File: config.mk
export PLATFORM = sky130hd
export DESIGN_NAME = rgpg_regs
export DESIGN_NICKNAME = d
export VERILOG_FILES = /design/src/rtl/rgpg_pkg.sv /design/src/rtl/rgpg_regs.sv
export VERILOG_INCLUDE_DIRS = /design/src /design/src/rtl
export SDC_FILE = /design/constraint.sdc
export NUM_CORES = 1
export LEC_CHECK = 0
export BUFFER_PORTS_ARGS = -buffer_cell sky130_fd_sc_hd__buf_2
export CELL_PAD_IN_SITES_DETAIL_PLACEMENT = 1
export CELL_PAD_IN_SITES_GLOBAL_PLACEMENT = 1
export CORE_ASPECT_RATIO = 0.8
export CORE_MARGIN = 1
export CORE_UTILIZATION = 51
export CTS_CLUSTER_SIZE = 40
export DETAILED_ROUTE_END_ITERATION = 8
export PLACE_DENSITY = 0.87
export SYNTH_ARGS = -nofsm -noshare
export SYNTH_HDL_FRONTEND = slang
export SYNTH_SLANG_ARGS = --single-unit
export TNS_END_PERCENT = 50
File: constraint.sdc
create_clock -name i_clk -period 6.8 [get_ports i_clk]
set_input_delay 0.68 -clock i_clk [delete_from_list [all_inputs] [get_ports i_clk]]
set_output_delay 0.68 -clock i_clk [all_outputs]
set_load 0.01 [all_outputs]
File: src/rtl/rgpg_defs.svh
// Purpose: offsets, field positions, reset values and timing counts
// Assumes: included by rgpg_pkg.sv and rgpg_regs.sv by bare name
// Notes:   definitions only
`ifndef RGPG_DEFS_SVH
`define RGPG_DEFS_SVH

// ****************************************************************
// register offsets
// ****************************************************************
`define RGPG_OFF_MODE 8'h9C  // stepdown_mode_and_override
`define RGPG_OFF_DLY 8'h9D  // power_good_delay_two

// ****************************************************************
// reset values
// ****************************************************************
`define RGPG_RST_MODE 8'h07
`define RGPG_RST_DLY 8'h21

// ****************************************************************
// field positions
// ****************************************************************
`define RGPG_MODE_LSB 3  // conv1..conv3 mode select at 3..5
`define RGPG_OVR_LSB 0  // conv1..conv3 off override at 0..2
`define RGPG_DLY_TWO_LSB 5  // out_two_good_delay 7:5
`define RGPG_DLY_FOUR_LSB 2  // out_four_good_delay 4:2
`define RGPG_DLY_ONE_LSB 0  // out_one_good_delay 1:0

// ****************************************************************
// timing
// ****************************************************************
`define RGPG_CLK_NS 8  // clock period in ns
`define RGPG_MS_NS 1000000  // one millisecond in ns
`define RGPG_DLY0_MS 7'h00
`define RGPG_DLY1_MS 7'h05
`define RGPG_DLY2_MS 7'h0A
`define RGPG_DLY3_MS 7'h0F
`define RGPG_DLY4_MS 7'h14
`define RGPG_DLY5_MS 7'h32
`define RGPG_DLY6_MS 7'h4B
`define RGPG_DLY7_MS 7'h64

`endif

File: src/rtl/rgpg_pkg.sv
// Purpose: types shared by the mode and power-good delay block
// Assumes: constants come from rgpg_defs.svh
// Notes:   one-hot delay state per general output
`include "rgpg_defs.svh"
package rgpg_pkg;
    // ****************************************************************
    // per-output power-good state
    // ****************************************************************
    typedef enum logic [2:0] {
        RGPG_WAIT = 3'h1,  // some grouped rail not in regulation
        RGPG_COUNT = 3'h2,  // all rails ok, delay running
        RGPG_GOOD = 3'h4  // delay elapsed, power good asserted
    } rgpg_pg_state_t;

    typedef logic [7:0] rgpg_byte_t;  // register width
    typedef logic [6:0] rgpg_ms_t;  // delay in ms, up to 100
    typedef logic [16:0] rgpg_pre_t;  // cycles within one ms
endpackage

File: src/rtl/rgpg_regs.sv
// Purpose: converter mode/override register and power-good delays
// Assumes: register port is driven by the serial interface logic on
//          i_clk; rail regulation status comes from analogue pins
// Notes:   index 0 = general output one, 1 = two, 2 = four
// Function
// [RULE1] three mode bits, 0 auto, 1 forced PWM
// [RULE2] override bit 0 turns converter off always
// [RULE3] override beats forced-on enable
// [RULE4] output two delay code in bits 7:5
// [RULE5] output four delay code in bits 4:2
// [RULE6] output one two-bit delay in 1:0
// [RULE7] delay starts when all grouped rails regulate
// [RULE8] delays may deviate ten percent
// [RULE9] delay applies only in power-good configuration
// [RULE10] bits 7:6 spare storage, reset zero
// [RULE11] rail loss drops power good, restarts delay
// [RULE12] delay edits apply to next interval
`timescale 1ns/1ps
`default_nettype none
`include "rgpg_defs.svh"
module rgpg_regs #(
    parameter int P_CYC_PER_MS = `RGPG_MS_NS / `RGPG_CLK_NS  // cycles/ms
) (
    input wire logic i_clk,  // 125 MHz clock
    input wire logic i_rst,  // async reset, active high
    input wire logic i_ce,  // clock enable, freezes all state
    input wire rgpg_pkg::rgpg_byte_t i_addr,  // register offset
    input wire logic i_wr_en,  // write strobe, one cycle
    input wire rgpg_pkg::rgpg_byte_t i_wr_data,  // write data
    input wire logic i_rd_en,  // read strobe, one cycle
    output logic [7:0] o_rd_data,  // read data, one cycle later
    input wire logic [2:0] i_rail_ctrl_on,  // enables from control pins
    input wire logic [2:0] i_conv_forced_on,  // serial forced-on enables
    output logic [2:0] o_conv_enable,  // converter 1..3 enables
    output logic [2:0] o_conv_mode,  // converter 1..3 forced PWM
    input wire logic [2:0] i_rails_in_reg,  // per output, async pins
    input wire logic [2:0] i_out_is_pg,  // output configured as power good
    output logic [2:0] o_power_good  // general outputs one, two, four
);
    import rgpg_pkg::*;

    // ****************************************************************
    // functions
    // ****************************************************************
    // delay code to milliseconds; shared by all three outputs
    function automatic rgpg_ms_t code_ms(input logic [2:0] code);
        rgpg_ms_t ms;
        case (code)  // [RULE4] [RULE5] [RULE6]
            3'h0: ms = `RGPG_DLY0_MS;
            3'h1: ms = `RGPG_DLY1_MS;
            3'h2: ms = `RGPG_DLY2_MS;
            3'h3: ms = `RGPG_DLY3_MS;
            3'h4: ms = `RGPG_DLY4_MS;
            3'h5: ms = `RGPG_DLY5_MS;
            3'h6: ms = `RGPG_DLY6_MS;
            default: ms = `RGPG_DLY7_MS;
        endcase
        return ms;
    endfunction

    localparam rgpg_pre_t PRE_LAST = rgpg_pre_t'(P_CYC_PER_MS - 1);

    // ****************************************************************
    // register file
    // ****************************************************************
    rgpg_byte_t mode_reg;  // stepdown_mode_and_override
    rgpg_byte_t dly_reg;  // power_good_delay_two
    rgpg_byte_t next_mode_reg;
    rgpg_byte_t next_dly_reg;
    logic [7:0] next_rd_data;
    logic [2:0] next_conv_enable;
    logic [2:0] next_conv_mode;

    // writes, reads and converter control; unmapped offsets read 00
    always_comb begin
        next_mode_reg = mode_reg;
        next_dly_reg = dly_reg;
        next_rd_data = o_rd_data;
        if (i_wr_en && i_addr == `RGPG_OFF_MODE) begin
            next_mode_reg = i_wr_data;  // [RULE1] [RULE2] [RULE10]
        end
        if (i_wr_en && i_addr == `RGPG_OFF_DLY) begin
            next_dly_reg = i_wr_data;  // [RULE4] [RULE5] [RULE6]
        end
        if (i_rd_en) begin
            case (i_addr)
                `RGPG_OFF_MODE: next_rd_data = mode_reg;
                `RGPG_OFF_DLY: next_rd_data = dly_reg;
                default: next_rd_data = 8'h00;
            endcase
        end
        next_conv_mode = mode_reg[`RGPG_MODE_LSB +: 3];  // [RULE1]
        // override low forces off, whatever pins or forced-on ask
        next_conv_enable = (i_rail_ctrl_on | i_conv_forced_on)
                         & mode_reg[`RGPG_OVR_LSB +: 3];  // [RULE2] [RULE3]
    end

    // register update, frozen while i_ce is low
    always_ff @(posedge i_clk or posedge i_rst) begin
        if (i_rst) begin
            mode_reg <= `RGPG_RST_MODE;
            dly_reg <= `RGPG_RST_DLY;
            o_rd_data <= 8'h00;
            o_conv_enable <= 3'h0;
            o_conv_mode <= 3'h0;
        end else if (i_ce) begin
            mode_reg <= next_mode_reg;
            dly_reg <= next_dly_reg;
            o_rd_data <= next_rd_data;
            o_conv_enable <= next_conv_enable;
            o_conv_mode <= next_conv_mode;
        end
    end

    // ****************************************************************
    // rail status synchroniser
    // ****************************************************************
    logic [2:0] ok_meta;  // first stage, read only by ok_sync
    logic [2:0] ok_sync;  // rail groups in regulation, safe to use

    always_ff @(posedge i_clk or posedge i_rst) begin
        if (i_rst) begin
            ok_meta <= 3'h0;
            ok_sync <= 3'h0;
        end else if (i_ce) begin
            ok_meta <= i_rails_in_reg;
            ok_sync <= ok_meta;
        end
    end

    // ****************************************************************
    // power-good delay engines
    // ****************************************************************
    rgpg_pg_state_t st [3];  // state per output
    rgpg_pg_state_t next_st [3];
    rgpg_pre_t pre [3];  // cycle count inside current ms
    rgpg_pre_t next_pre [3];
    rgpg_ms_t ms_cnt [3];  // whole ms elapsed
    rgpg_ms_t next_ms_cnt [3];
    rgpg_ms_t tgt [3];  // target latched at start of interval
    rgpg_ms_t next_tgt [3];
    rgpg_ms_t code_now [3];  // delay currently programmed
    logic [2:0] next_power_good;

    // counters are exact; the allowed ten percent spread is left to
    // the clock tolerance rather than trimmed here  [RULE8]
    always_comb begin
        code_now[0] = code_ms({1'b0, dly_reg[`RGPG_DLY_ONE_LSB +: 2]});
        code_now[1] = code_ms(dly_reg[`RGPG_DLY_TWO_LSB +: 3]);
        code_now[2] = code_ms(dly_reg[`RGPG_DLY_FOUR_LSB +: 3]);
        for (int i = 0; i < 3; i++) begin
            next_st[i] = st[i];
            next_pre[i] = pre[i];
            next_ms_cnt[i] = ms_cnt[i];
            next_tgt[i] = tgt[i];
            case (st[i])
                RGPG_WAIT: begin
                    next_pre[i] = '0;
                    next_ms_cnt[i] = '0;
                    if (ok_sync[i]) begin  // [RULE7]
                        next_tgt[i] = code_now[i];  // [RULE12]
                        next_st[i] = (code_now[i] == 7'h00) ?
                                     RGPG_GOOD : RGPG_COUNT;
                    end
                end
                RGPG_COUNT: begin
                    if (!ok_sync[i]) begin
                        next_st[i] = RGPG_WAIT;  // [RULE11]
                    end else if (pre[i] == PRE_LAST) begin
                        next_pre[i] = '0;
                        next_ms_cnt[i] = ms_cnt[i] + 7'h01;
                        if (ms_cnt[i] + 7'h01 == tgt[i]) begin
                            next_st[i] = RGPG_GOOD;  // [RULE7]
                        end
                    end else begin
                        next_pre[i] = pre[i] + 17'h00001;
                    end
                end
                RGPG_GOOD: begin
                    if (!ok_sync[i]) begin
                        next_st[i] = RGPG_WAIT;  // [RULE11]
                    end
                end
                default: next_st[i] = RGPG_WAIT;
            endcase
            // level-shifter or general use bypasses the delay
            next_power_good[i] = i_out_is_pg[i] ?
                (next_st[i] == RGPG_GOOD) : ok_sync[i];  // [RULE9]
        end
    end

    // delay engine registers
    always_ff @(posedge i_clk or posedge i_rst) begin
        if (i_rst) begin
            for (int i = 0; i < 3; i++) begin
                st[i] <= RGPG_WAIT;
                pre[i] <= '0;
                ms_cnt[i] <= '0;
                tgt[i] <= '0;
            end
            o_power_good <= 3'h0;
        end else if (i_ce) begin
            for (int i = 0; i < 3; i++) begin
                st[i] <= next_st[i];
                pre[i] <= next_pre[i];
                ms_cnt[i] <= next_ms_cnt[i];
                tgt[i] <= next_tgt[i];
            end
            o_power_good <= next_power_good;
        end
    end

    // ****************************************************************
    // assertions
    // ****************************************************************
    a_mode_follows: assert property (@(posedge i_clk) disable iff (i_rst)
        $past(i_ce) |-> o_conv_mode == $past(mode_reg[5:3])) // [RULE1]
        else $error("converter mode does not follow register");
    a_override_off: assert property (@(posedge i_clk) disable iff (i_rst)
        $past(i_ce) && !$past(mode_reg[0]) |-> !o_conv_enable[0]) // [RULE3]
        else $error("converter one on despite override");
    a_forced_on: assert property (@(posedge i_clk) disable iff (i_rst)
        $past(i_ce && mode_reg[1] && i_conv_forced_on[1])
        |-> o_conv_enable[1]) // [RULE2]
        else $error("forced-on converter two not enabled");
    a_mode_write: assert property (@(posedge i_clk) disable iff (i_rst)
        $past(i_ce && i_wr_en && i_addr == `RGPG_OFF_MODE)
        |-> mode_reg == $past(i_wr_data)) // [RULE10]
        else $error("mode register write lost");
    a_delay_read: assert property (@(posedge i_clk) disable iff (i_rst)
        $past(i_ce && i_rd_en && i_addr == `RGPG_OFF_DLY)
        |-> o_rd_data == $past(dly_reg)) // [RULE5]
        else $error("delay register read wrong");
    a_target_held: assert property (@(posedge i_clk) disable iff (i_rst)
        $past(st[1] == RGPG_COUNT) && st[1] == RGPG_COUNT
        |-> tgt[1] == $past(tgt[1])) // [RULE12]
        else $error("delay target changed mid interval");
    a_start_target: assert property (@(posedge i_clk) disable iff (i_rst)
        i_ce && st[1] == RGPG_WAIT && ok_sync[1]
        |=> tgt[1] == code_ms($past(dly_reg[7:5]))) // [RULE4]
        else $error("output two target not latched from code");
    a_pg_drop: assert property (@(posedge i_clk) disable iff (i_rst)
        i_ce && !ok_sync[2] |=> !o_power_good[2]) // [RULE11]
        else $error("power good held with rails out");
    a_count_bound: assert property (@(posedge i_clk) disable iff (i_rst)
        st[0] == RGPG_COUNT |-> ms_cnt[0] < tgt[0]
        && pre[0] <= PRE_LAST) // [RULE6]
        else $error("output one delay counter overran");
    a_pg_mode: assert property (@(posedge i_clk) disable iff (i_rst)
        $past(i_ce && i_out_is_pg[0]) |-> o_power_good[0]
        == (st[0] == RGPG_GOOD)) // [RULE9]
        else $error("power good mismatch with delay state");
    a_zero_delay: assert property (@(posedge i_clk) disable iff (i_rst)
        i_ce && st[2] == RGPG_WAIT && ok_sync[2] && code_now[2] == 7'h00
        |=> st[2] == RGPG_GOOD) // [RULE7]
        else $error("zero delay did not assert at once");
endmodule // rgpg_regs
`default_nettype wire

==> impl_metrics.py, run 1 <==
metrics = {
    "global_route": {
        "grt_use_met3_pct": 5.179,
        "gr-max-usage-layer": "met2",
        "antenna_found_initial": 1,
        "grt_max_degree": 81,
        "globalRoute.totalOverflow": 0,
        "grt_use_met1_pct": 38.76,
        "grt_use_total_pct": 29.98,
        "grt_pass1_vias": 6534,
        "grt_pass1_wl_um": 33490,
        "grt_use_met2_pct": 50.11,
    },
    "logic_synthesis": {
        "ys.flop_type": "dfrtp_1",
        "synth.distinct_cells": 65,
        "synthCells": 740,
        "synth_seq_cells": 136,
        "synth_nets": 779,
        "synth-seq-area-share_pct": 48.10,
        "syn_area_um2": 7097,
        "synth_edf_count": 0,
        "yosysWarnings": 0,
        "async_flop_share_pct": 100.0,
        "synth.avg_cell_area_um2": 9.590,
    },
    "drt": {
        "viasPerCell": 6.077,
        "drt_iter0_drc": 343,
        "route.antenna.remaining_nets": 0,
        "dr.pass1.iters": 4,
        "drt-total-wl_um": 19870,
        "drc": 0,
        "wl_per_cell_um": 20.17,
        "via_count": 5986,
    },
    "floorplanning": {
        "io_pins": 50,
        "die_x_um": 133.9,
        "num_rows": 38,
        "core-area_um2": 13550,
        "start_util_pct": 52.37,
        "dieArea_um2": 14390,
        "fp.dieH_um": 107.5,
    },
    "clock_network": {
        "clk_pin_slew_ps": 60,
        "cts-root-buf": "clkbuf_16",
        "clk-insertion-delay-late_ps": 430,
        "cts_resized": 0,
        "cts_hold_buf": 0,
        "cts_setup_buffers": 0,
        "cts_max_level": 4,
        "clock_sinks": 136,
        "cts_buffer_depth": 2,
        "cts_tree": "done",
        "cts_made_buffers": 17,
    },
    "min_path": {
        "hp-class": "in2async",
    },
    "critical_path": {
        "start_kind": "input pin",
        "crit_fanout": 41,
        "path_class": "in2reg",
        "cp.required_ps": 7110,
        "worstPathArrival_ps": 3310,
        "endpoint_kind": "flop",
    },
    "placement": {
        "post-dp-hpwl_um": 13630,
        "numPortBuffers": 49,
        "dp_slack_ps": 3532,
        "place_area_um2": 7525,
        "gp_congestion": 0.8766,
    },
    "timing": {
        "slew_headroom_pct": 31.67,
        "fmax_mhz": 333.0,
        "fin_crit_sh_pct": 44.16,
        "tightestPinTransition_ps": 1025,
        "layout_setup_ws_ps": 3797,
        "period_minus_slack_ps": 3003,
        "setup_viol_count_final": 0,
        "rsz0062_at_grt": "no",
        "slew_viol_final": 0,
        "finalHoldViolations": 0,
        "finClkSkew_ps": 5.604,
        "tns_ps": 0,
    },
    "cells_and_area": {
        "reg_top3": "pre: 51 flops, ms_cnt: 21 flops, tgt: 16 flops",
        "nNetsFinal": 830,
        "regMostFlops": "pre",
        "final_cell_area_um2": 8094,
        "mostFrequentLayoutCells": "dfrtp_1, nand2_1, o21ai_1, nor2_1, buf_2",
        "drive_gt1_share_pct": 13.31,
        "largest_reg_flops": 51,
        "final_common_cell": "dfrtp_1",
        "syn_to_final_growth_pct": 14.05,
    },
    "pwr": {
        "total_power_mw": 2.060,
        "leakage_nw": 3.540,
        "cellPowerDensity_nw_per_um2": 254.4,
        "peakVddDrop_uv": 185.5,
    },
    "flow_run": {
        "drv_cap": 0,
    },
    "run_status": {
        "outcome": "complete, no violations",
    },
}
## area by class of cell
cell class / instances / area, um2
inverter: 17 / 68.82
antenna: 1 / 2.502
multi-input combinational: 565 / 3535
sequential: 136 / 3413
timing repair buffer: 54 / 282.8
tap: 180 / 225.2
fill: 1519 / 5456
clock buffer: 18 / 439.2
clock inverter: 14 / 127.6
## power breakdown
| group | total (mW) | leakage (nW) | internal, mW | switching [mW] |
|---|---|---|---|---|
| sequential | 0.902 | 1.85 | 0.849 | 0.0525 |
| combinational | 0.270 | 1.44 | 0.0919 | 0.179 |
| clock | 0.887 | 0.257 | 0.512 | 0.375 |
## Yosys cell counts, types with 3 or more instances
cell	number	share of area [%]
a211oi_1	3	0.32
a21oi_1	17	1.2
a22oi_1	8	0.85
a31oi_1	3	0.26
and2_1	9	0.79
and3_1	10	0.88
and4_1	6	0.74
clkbuf_1	20	1.1
dfrtp_1	128	45
dfstp_2	8	3.0
ha_1	6	1.1
inv_1	17	0.90
mux2_1	28	4.4
mux2i_1	6	0.85
nand2_1	92	4.9
nand2b_1	14	1.2
nand3_1	35	2.5
nand4_1	18	1.6
nor2_1	59	3.1
nor2b_1	16	1.4
nor3_1	14	0.99
nor4_1	6	0.53
nor4_2	3	0.53
o211ai_1	5	0.53
o21a_1	4	0.42
o21ai_0	13	0.92
o21ai_1	66	4.7
o22ai_1	4	0.35
o2bb2ai_1	4	0.49
o31ai_1	8	0.85
o41ai_1	4	0.49
or3_1	7	0.62
xnor2_1	28	3.5
xor2_1	26	3.2
## layer usage
layer	part of all wire, %	wire [um]	up-vias
met2	50	9941	138
met4	1.7	329	0
met1	44	8798	3055
met5	0	0	-
li1	-	-	2761
met3	4.0	799	32
## final timing paths
kind | end | slack (ps) | start | depth (start not counted)
max in group asynchronous | o_rd_data[3] | 5070 | i_rst | 3
worst max-delay path | ms_cnt[12] | 3800 | i_ce | 7
min in group i_clk | ok_meta[1] | 480 | i_rails_in_reg[1] | 2
worst min register to register | mode_reg[7] | 500 | mode_reg[7] | 1
worst max register to register | ms_cnt[12] | 4020 | pre[17] | 7
worst min-delay path | pre[8] | 310 | i_rst | 2
## critical path, cell delays in order
cell and delay (ps):
buf_2 90, buf_4 400, nand2b_1 220, a21oi_1 590, and2_1 600, nand2_1 320
o41ai_1 400
## cell families after synthesis
| family | after synthesis | synth area share [%] |
|---|---|---|
| AOI/OAI and AO/OA | 157 | 13.68 |
| adders and majority gates | 6 | 1.058 |
| buffers and inverters | 39 | 2.098 |
| DFF | 136 | 48.10 |
| muxes | 36 | 5.606 |
| and+or+nand+nor | 312 | 22.80 |
| xor gates and xnor gates | 54 | 6.664 |
## through the flow
| stage | utilization [%] | hold WS [ps] | std cells |
|---|---|---|---|
| after floorplan | - | 451.8 | 740 |
| after global placement | 55.53 | 463.8 | 952 |
| after detailed placement | 55.53 | 483.7 | 952 |
| after CTS | 59.71 | 325.1 | 984 |
| after global routing | 59.73 | 352.6 | 985 |
| final | 59.73 | 305.9 | 985 |
Note: power is estimated with default switching activity, not from simulation.
==> inputs of run 2 (changes only) <==
- CORE_UTILIZATION: 51 -> 43
- PLACE_DENSITY: 0.87 -> 0.79
- clock period: 6.8 -> 2.5 ns (I/O delays scaled with it)
==> impl_metrics.py, run 2 (synthesized netlist as in run 1, its figures left out) <==
metrics = {
    "run_status": {
        "outcome": "complete, no violations",
    },
    "floorplanning": {
        "io_pins": 50,
        "die_x_um": 145.6,
        "num_rows": 41,
        "fp.dieH_um": 116.9,
        "core-area_um2": 15950,
        "dieArea_um2": 17020,
        "start_util_pct": 44.48,
    },
    "critical_path": {
        "path_cells": "or4b_4, nor4_4, o21ai_1, or4b_4, o311ai_2, o21a_1",
        "start_kind": "flop",
        "cp_slowest_cell": "or4b_4",
        "path_buf_inv": 0,
        "cp.required_ps": 2880,
        "endpoint_kind": "flop",
        "slowest_delay_ps": 600,
        "critical-path-top-delay-family": "simple AND/OR/NAND/NOR gates",
        "path_class": "reg2reg",
        "crit_fanout": 6,
        "worstPathArrival_ps": 2810,
        "crit_top_cell": "or4b_4",
    },
    "drt": {
        "drt-total-wl_um": 19490,
        "route.antenna.remaining_nets": 0,
        "via_count": 5955,
        "dr.pass1.iters": 4,
        "viasPerCell": 5.709,
        "wl_per_cell_um": 18.69,
        "drc": 0,
        "drt_iter0_drc": 321,
    },
    "timing": {
        "layout_setup_ws_ps": 69.39,
        "rsz0062_at_grt": "yes",
        "finalHoldViolations": 0,
        "hold_ws_ps": 57.88,
        "slew_viol_final": 0,
        "period_minus_slack_ps": 2431,
        "tightestPinTransition_ps": 679.6,
        "finClkSkew_ps": 13.55,
        "fin_crit_sh_pct": 97.22,
        "slew_headroom_pct": 54.60,
        "fmax_mhz": 411.4,
        "setup_viol_count_final": 0,
    },
    "placement": {
        "dp.cells": 1010,
        "post-dp-hpwl_um": 13760,
        "dp_slack_ps": 47.64,
        "numPortBuffers": 49,
        "gp_congestion": 0.8456,
    },
    "pwr": {
        "total_power_mw": 5.684,
        "peakVddDrop_uv": 459.1,
        "cellPowerDensity_nw_per_um2": 679.2,
        "leakage_nw": 3.702,
    },
    "cells_and_area": {
        "fin_cells": 1043,
        "syn_to_final_growth_pct": 17.93,
        "drive_gt1_share_pct": 16.06,
        "diodes": 0,
        "seqCellArea_um2": 3413,
        "largest_reg_flops": 51,
        "nNetsFinal": 854,
        "final_common_cell": "dfrtp_1",
        "multi_input_comb_area_um2": 3560,
        "regMostFlops": "pre",
        "fillers": 1835,
        "reg_top3": "pre: 51 flops, ms_cnt: 21 flops, tgt: 16 flops",
        "mostFrequentLayoutCells": "dfrtp_1, nand2_1, o21ai_1, nor2_1, buf_2",
    },
    "global_route": {
        "globalRoute.totalOverflow": 0,
        "grt_max_degree": 45,
        "grt_pass1_wl_um": 32200,
        "grt_pass1_vias": 6335,
        "antenna_found_initial": 0,
        "grt_use_total_pct": 23.99,
    },
    "clock_network": {
        "clk_pin_slew_ps": 70,
        "cts_max_level": 4,
        "cts_tree": "done",
        "clock_sinks": 136,
        "cts_made_buffers": 17,
        "cts_buffer_depth": 2,
        "clk-insertion-delay-late_ps": 430,
        "cts-root-buf": "clkbuf_16",
    },
    "min_path": {
        "hp-class": "in2reg",
    },
    "flow_run": {
        "drv_cap": 0,
    },
}
run 2: changes by cell type in the layout (fill, tap and decap cells not counted), moves of 2 or more:
cell,change
buf_12,+2
inv_6,+3
clkinv_4,+3
clkinvlp_4,-5
buf_4,+21
run 2: layer usage:
| metal | up-vias | track usage, % | part of all wire (%) |
|---|---|---|---|
| li1 | 2816 | - | - |
| met1 | 3004 | 31.11 | 47 |
| met2 | 109 | 40.16 | 48 |
| met3 | 26 | 4.690 | 2.8 |
| met4 | 0 | 9.544 | 1.9 |
| met5 | - | 0 | 0 |
run 2: report_power, final:
group	internal [mW]	switching [mW]	leakage, nW
sequential	2.31	0.135	1.85
clock	1.39	1.05	0.279
combinational	0.308	0.494	1.58
total	4.00	1.68	3.70
run 2: final cells by class:
class / count / share of cell area [%]
clock inverter: 15 / 1.719
sequential: 136 / 40.78
inverter: 17 / 0.8073
timing repair buffer: 78 / 5.860
multi-input combinational: 565 / 42.53
clock buffer: 17 / 5.083
tap: 215 / 3.214
run 2: through the flow:
step           util (%)  setup TNS, ps  cell area (um2)
2_1_floorplan         -              0             7101
3_3_place_gp      48.67              0             7765
3_5_place_dp      48.67              0             7765
4_1_cts           52.30              0             8344
5_1_grt           52.46         -19.76             8369
6_report          52.46              0             8369
run 2: repair_timing:
item	in CTS	in global routing
endpoints found under the hold margin	20	0
buffers inserted	0	0
gates resized for setup	0	5
hold buffers	1	0
setup endpoints to repair	0	8
run 2: worst paths after layout:
check | startpoint | endpoint | slack [ps] | cells after the start
min reg2reg | o_conv_mode[2] | o_conv_mode[2] | 480 | 1
min in group asynchronous | i_rst | tgt[2] | 470 | 3
max | pre[5] | o_power_good[2] | 70 | 6
max in group asynchronous | i_rst | st[0] | 1220 | 4
min | i_wr_data[2] | dly_reg[2] | 60 | 2
max reg2reg | pre[5] | o_power_good[2] | 70 | 6
==> inputs of run 3 (changes only) <==
- CORE_MARGIN: 1 -> 1.5
- PLACE_DENSITY: 0.79 -> 0.77
==> impl_metrics.py, run 3 (synthesized netlist as in run 1, its figures left out) <==
metrics = {
    "run_status": {
        "outcome": "complete, no violations",
    },
    "critical_path": {
        "slowest_delay_ps": 630,
        "cp_slowest_cell": "or4b_1",
        "crit_fanout": 5,
        "path_cells": "or4b_1, nor4_4, o21ai_1, or4b_4, o311ai_2, o21a_1",
        "start_kind": "flop",
        "endpoint_kind": "flop",
        "critical-path-top-delay-family": "simple AND/OR/NAND/NOR gates",
        "cp.required_ps": 2880,
        "path_buf_inv": 0,
        "worstPathArrival_ps": 2770,
        "path_class": "reg2reg",
    },
    "drt": {
        "drc": 0,
        "route.antenna.remaining_nets": 0,
        "dr.pass1.iters": 4,
        "drt-total-wl_um": 19160,
        "drt_iter0_drc": 327,
        "wl_per_cell_um": 18.46,
        "viasPerCell": 5.728,
        "via_count": 5946,
    },
    "clock_network": {
        "cts_max_level": 4,
        "cts_setup_buffers": 0,
        "cts_made_buffers": 17,
        "clk-insertion-delay-late_ps": 430,
        "cts-root-buf": "clkbuf_16",
        "clock_sinks": 136,
        "clk_pin_slew_ps": 70,
        "cts_buffer_depth": 2,
        "cts_tree": "done",
    },
    "placement": {
        "numPortBuffers": 49,
        "gp_congestion": 0.8064,
        "post-dp-hpwl_um": 13450,
    },
    "global_route": {
        "antenna_found_initial": 0,
        "grt_pass1_vias": 6401,
        "globalRoute.totalOverflow": 0,
        "grt_use_total_pct": 23.49,
        "grt_pass1_wl_um": 32660,
        "grt_max_degree": 62,
    },
    "min_path": {
        "hp-class": "in2reg",
    },
    "pwr": {
        "leakage_nw": 3.688,
        "peakVddDrop_uv": 461.6,
        "total_power_mw": 5.745,
        "cellPowerDensity_nw_per_um2": 687.3,
    },
    "cells_and_area": {
        "nNetsFinal": 849,
        "diodes": 0,
        "regMostFlops": "pre",
        "mostFrequentLayoutCells": "dfrtp_1, nand2_1, o21ai_1, nor2_1, buf_2",
        "drive_gt1_share_pct": 15.80,
        "reg_top3": "pre: 51 flops, ms_cnt: 21 flops, tgt: 16 flops",
        "fin_util_pct": 52.39,
        "final_common_cell": "dfrtp_1",
        "syn_to_final_growth_pct": 17.77,
        "largest_reg_flops": 51,
    },
    "timing": {
        "slew_headroom_pct": 62.38,
        "rsz0062_at_grt": "no",
        "finalHoldViolations": 0,
        "tightestPinTransition_ps": 563.7,
        "slew_viol_final": 0,
        "fin_crit_sh_pct": 95.81,
        "setup_viol_count_final": 0,
        "finClkSkew_ps": 9.173,
        "tns_ps": 0,
        "period_minus_slack_ps": 2395,
        "fmax_mhz": 417.5,
    },
    "floorplanning": {
        "core-area_um2": 15950,
        "fp.dieH_um": 117.9,
        "io_pins": 50,
        "start_util_pct": 44.48,
        "dieArea_um2": 17290,
        "num_rows": 41,
        "die_x_um": 146.6,
    },
    "flow_run": {
        "drv_cap": 0,
    },
}
[run 3: path summary, 6_finish.rpt]
check	startpoint	endpoint	slack, ps	cells after the start
worst min register to register	o_rd_data[6]	o_rd_data[6]	490	2
worst min-delay path	i_rails_in_reg[2]	ok_meta[2]	40	2
worst max register to register	pre[8]	o_power_good[2]	100	6
min in group asynchronous	i_rst	pre[48]	370	3
worst max-delay path	pre[8]	o_power_good[2]	100	6
max in group asynchronous	i_rst	dly_reg[5]	1420	4
[run 3: area by class of cell]
| type | instances | area, um2 |
|---|---|---|
| tap | 215 | 269.0 |
| multi-input combinational | 565 | 3558 |
| fill | 1826 | 7596 |
| sequential | 136 | 3416 |
| clock inverter | 15 | 168.9 |
| inverter | 17 | 67.56 |
| timing repair buffer | 73 | 452.9 |
| clock buffer | 17 | 425.4 |
[run 3: layer usage]
layer  up-vias  track usage [%]  part of all wire [%]
li1       2798                -                     -
met1      3000            31.14                    47
met2       118            38.33                    48
met3        30            4.922                   3.7
met4         0            7.702                   1.7
met5         -                0                     0
[run 3: through the flow]
stage | setup slack (ps) | area, um2 | hold slack [ps] | cells
final | 104.8 | 8358 | 43.79 | 1038
after global routing | 6.799 | 8358 | 26.84 | 1038
after CTS | 48.54 | 8332 | 31.07 | 1038
after detailed placement | 79.72 | 7727 | 288.6 | 1005
after global placement | 123.5 | 7727 | 276.8 | 1005
after floorplan | 294.4 | 7101 | 381.7 | 740
[run 3: worst reg2reg max path: stages (launching register included)]
cell and delay (ps):
dfrtp_1 420, or4b_1 630, nor4_4 260, o21ai_1 100
or4b_4 510, o311ai_2 280, o21a_1 160
[run 3: where the power goes]
| part | leakage [nW] | internal, mW | switching (mW) | total [mW] |
|---|---|---|---|---|
| logic | 1.55 | 0.296 | 0.485 | 0.781 |
| registers | 1.84 | 2.31 | 0.133 | 2.44 |
| clock network | 0.294 | 1.35 | 1.17 | 2.52 |
[run 3: repair_timing]
| action | 4_1_cts | 5_1_grt |
|---|---|---|
| endpoints found under the hold margin | 15 | 0 |
| endpoints found under the setup margin | 0 | 8 |
| hold buffers | 1 | 0 |
| resized for setup | 0 | 6 |
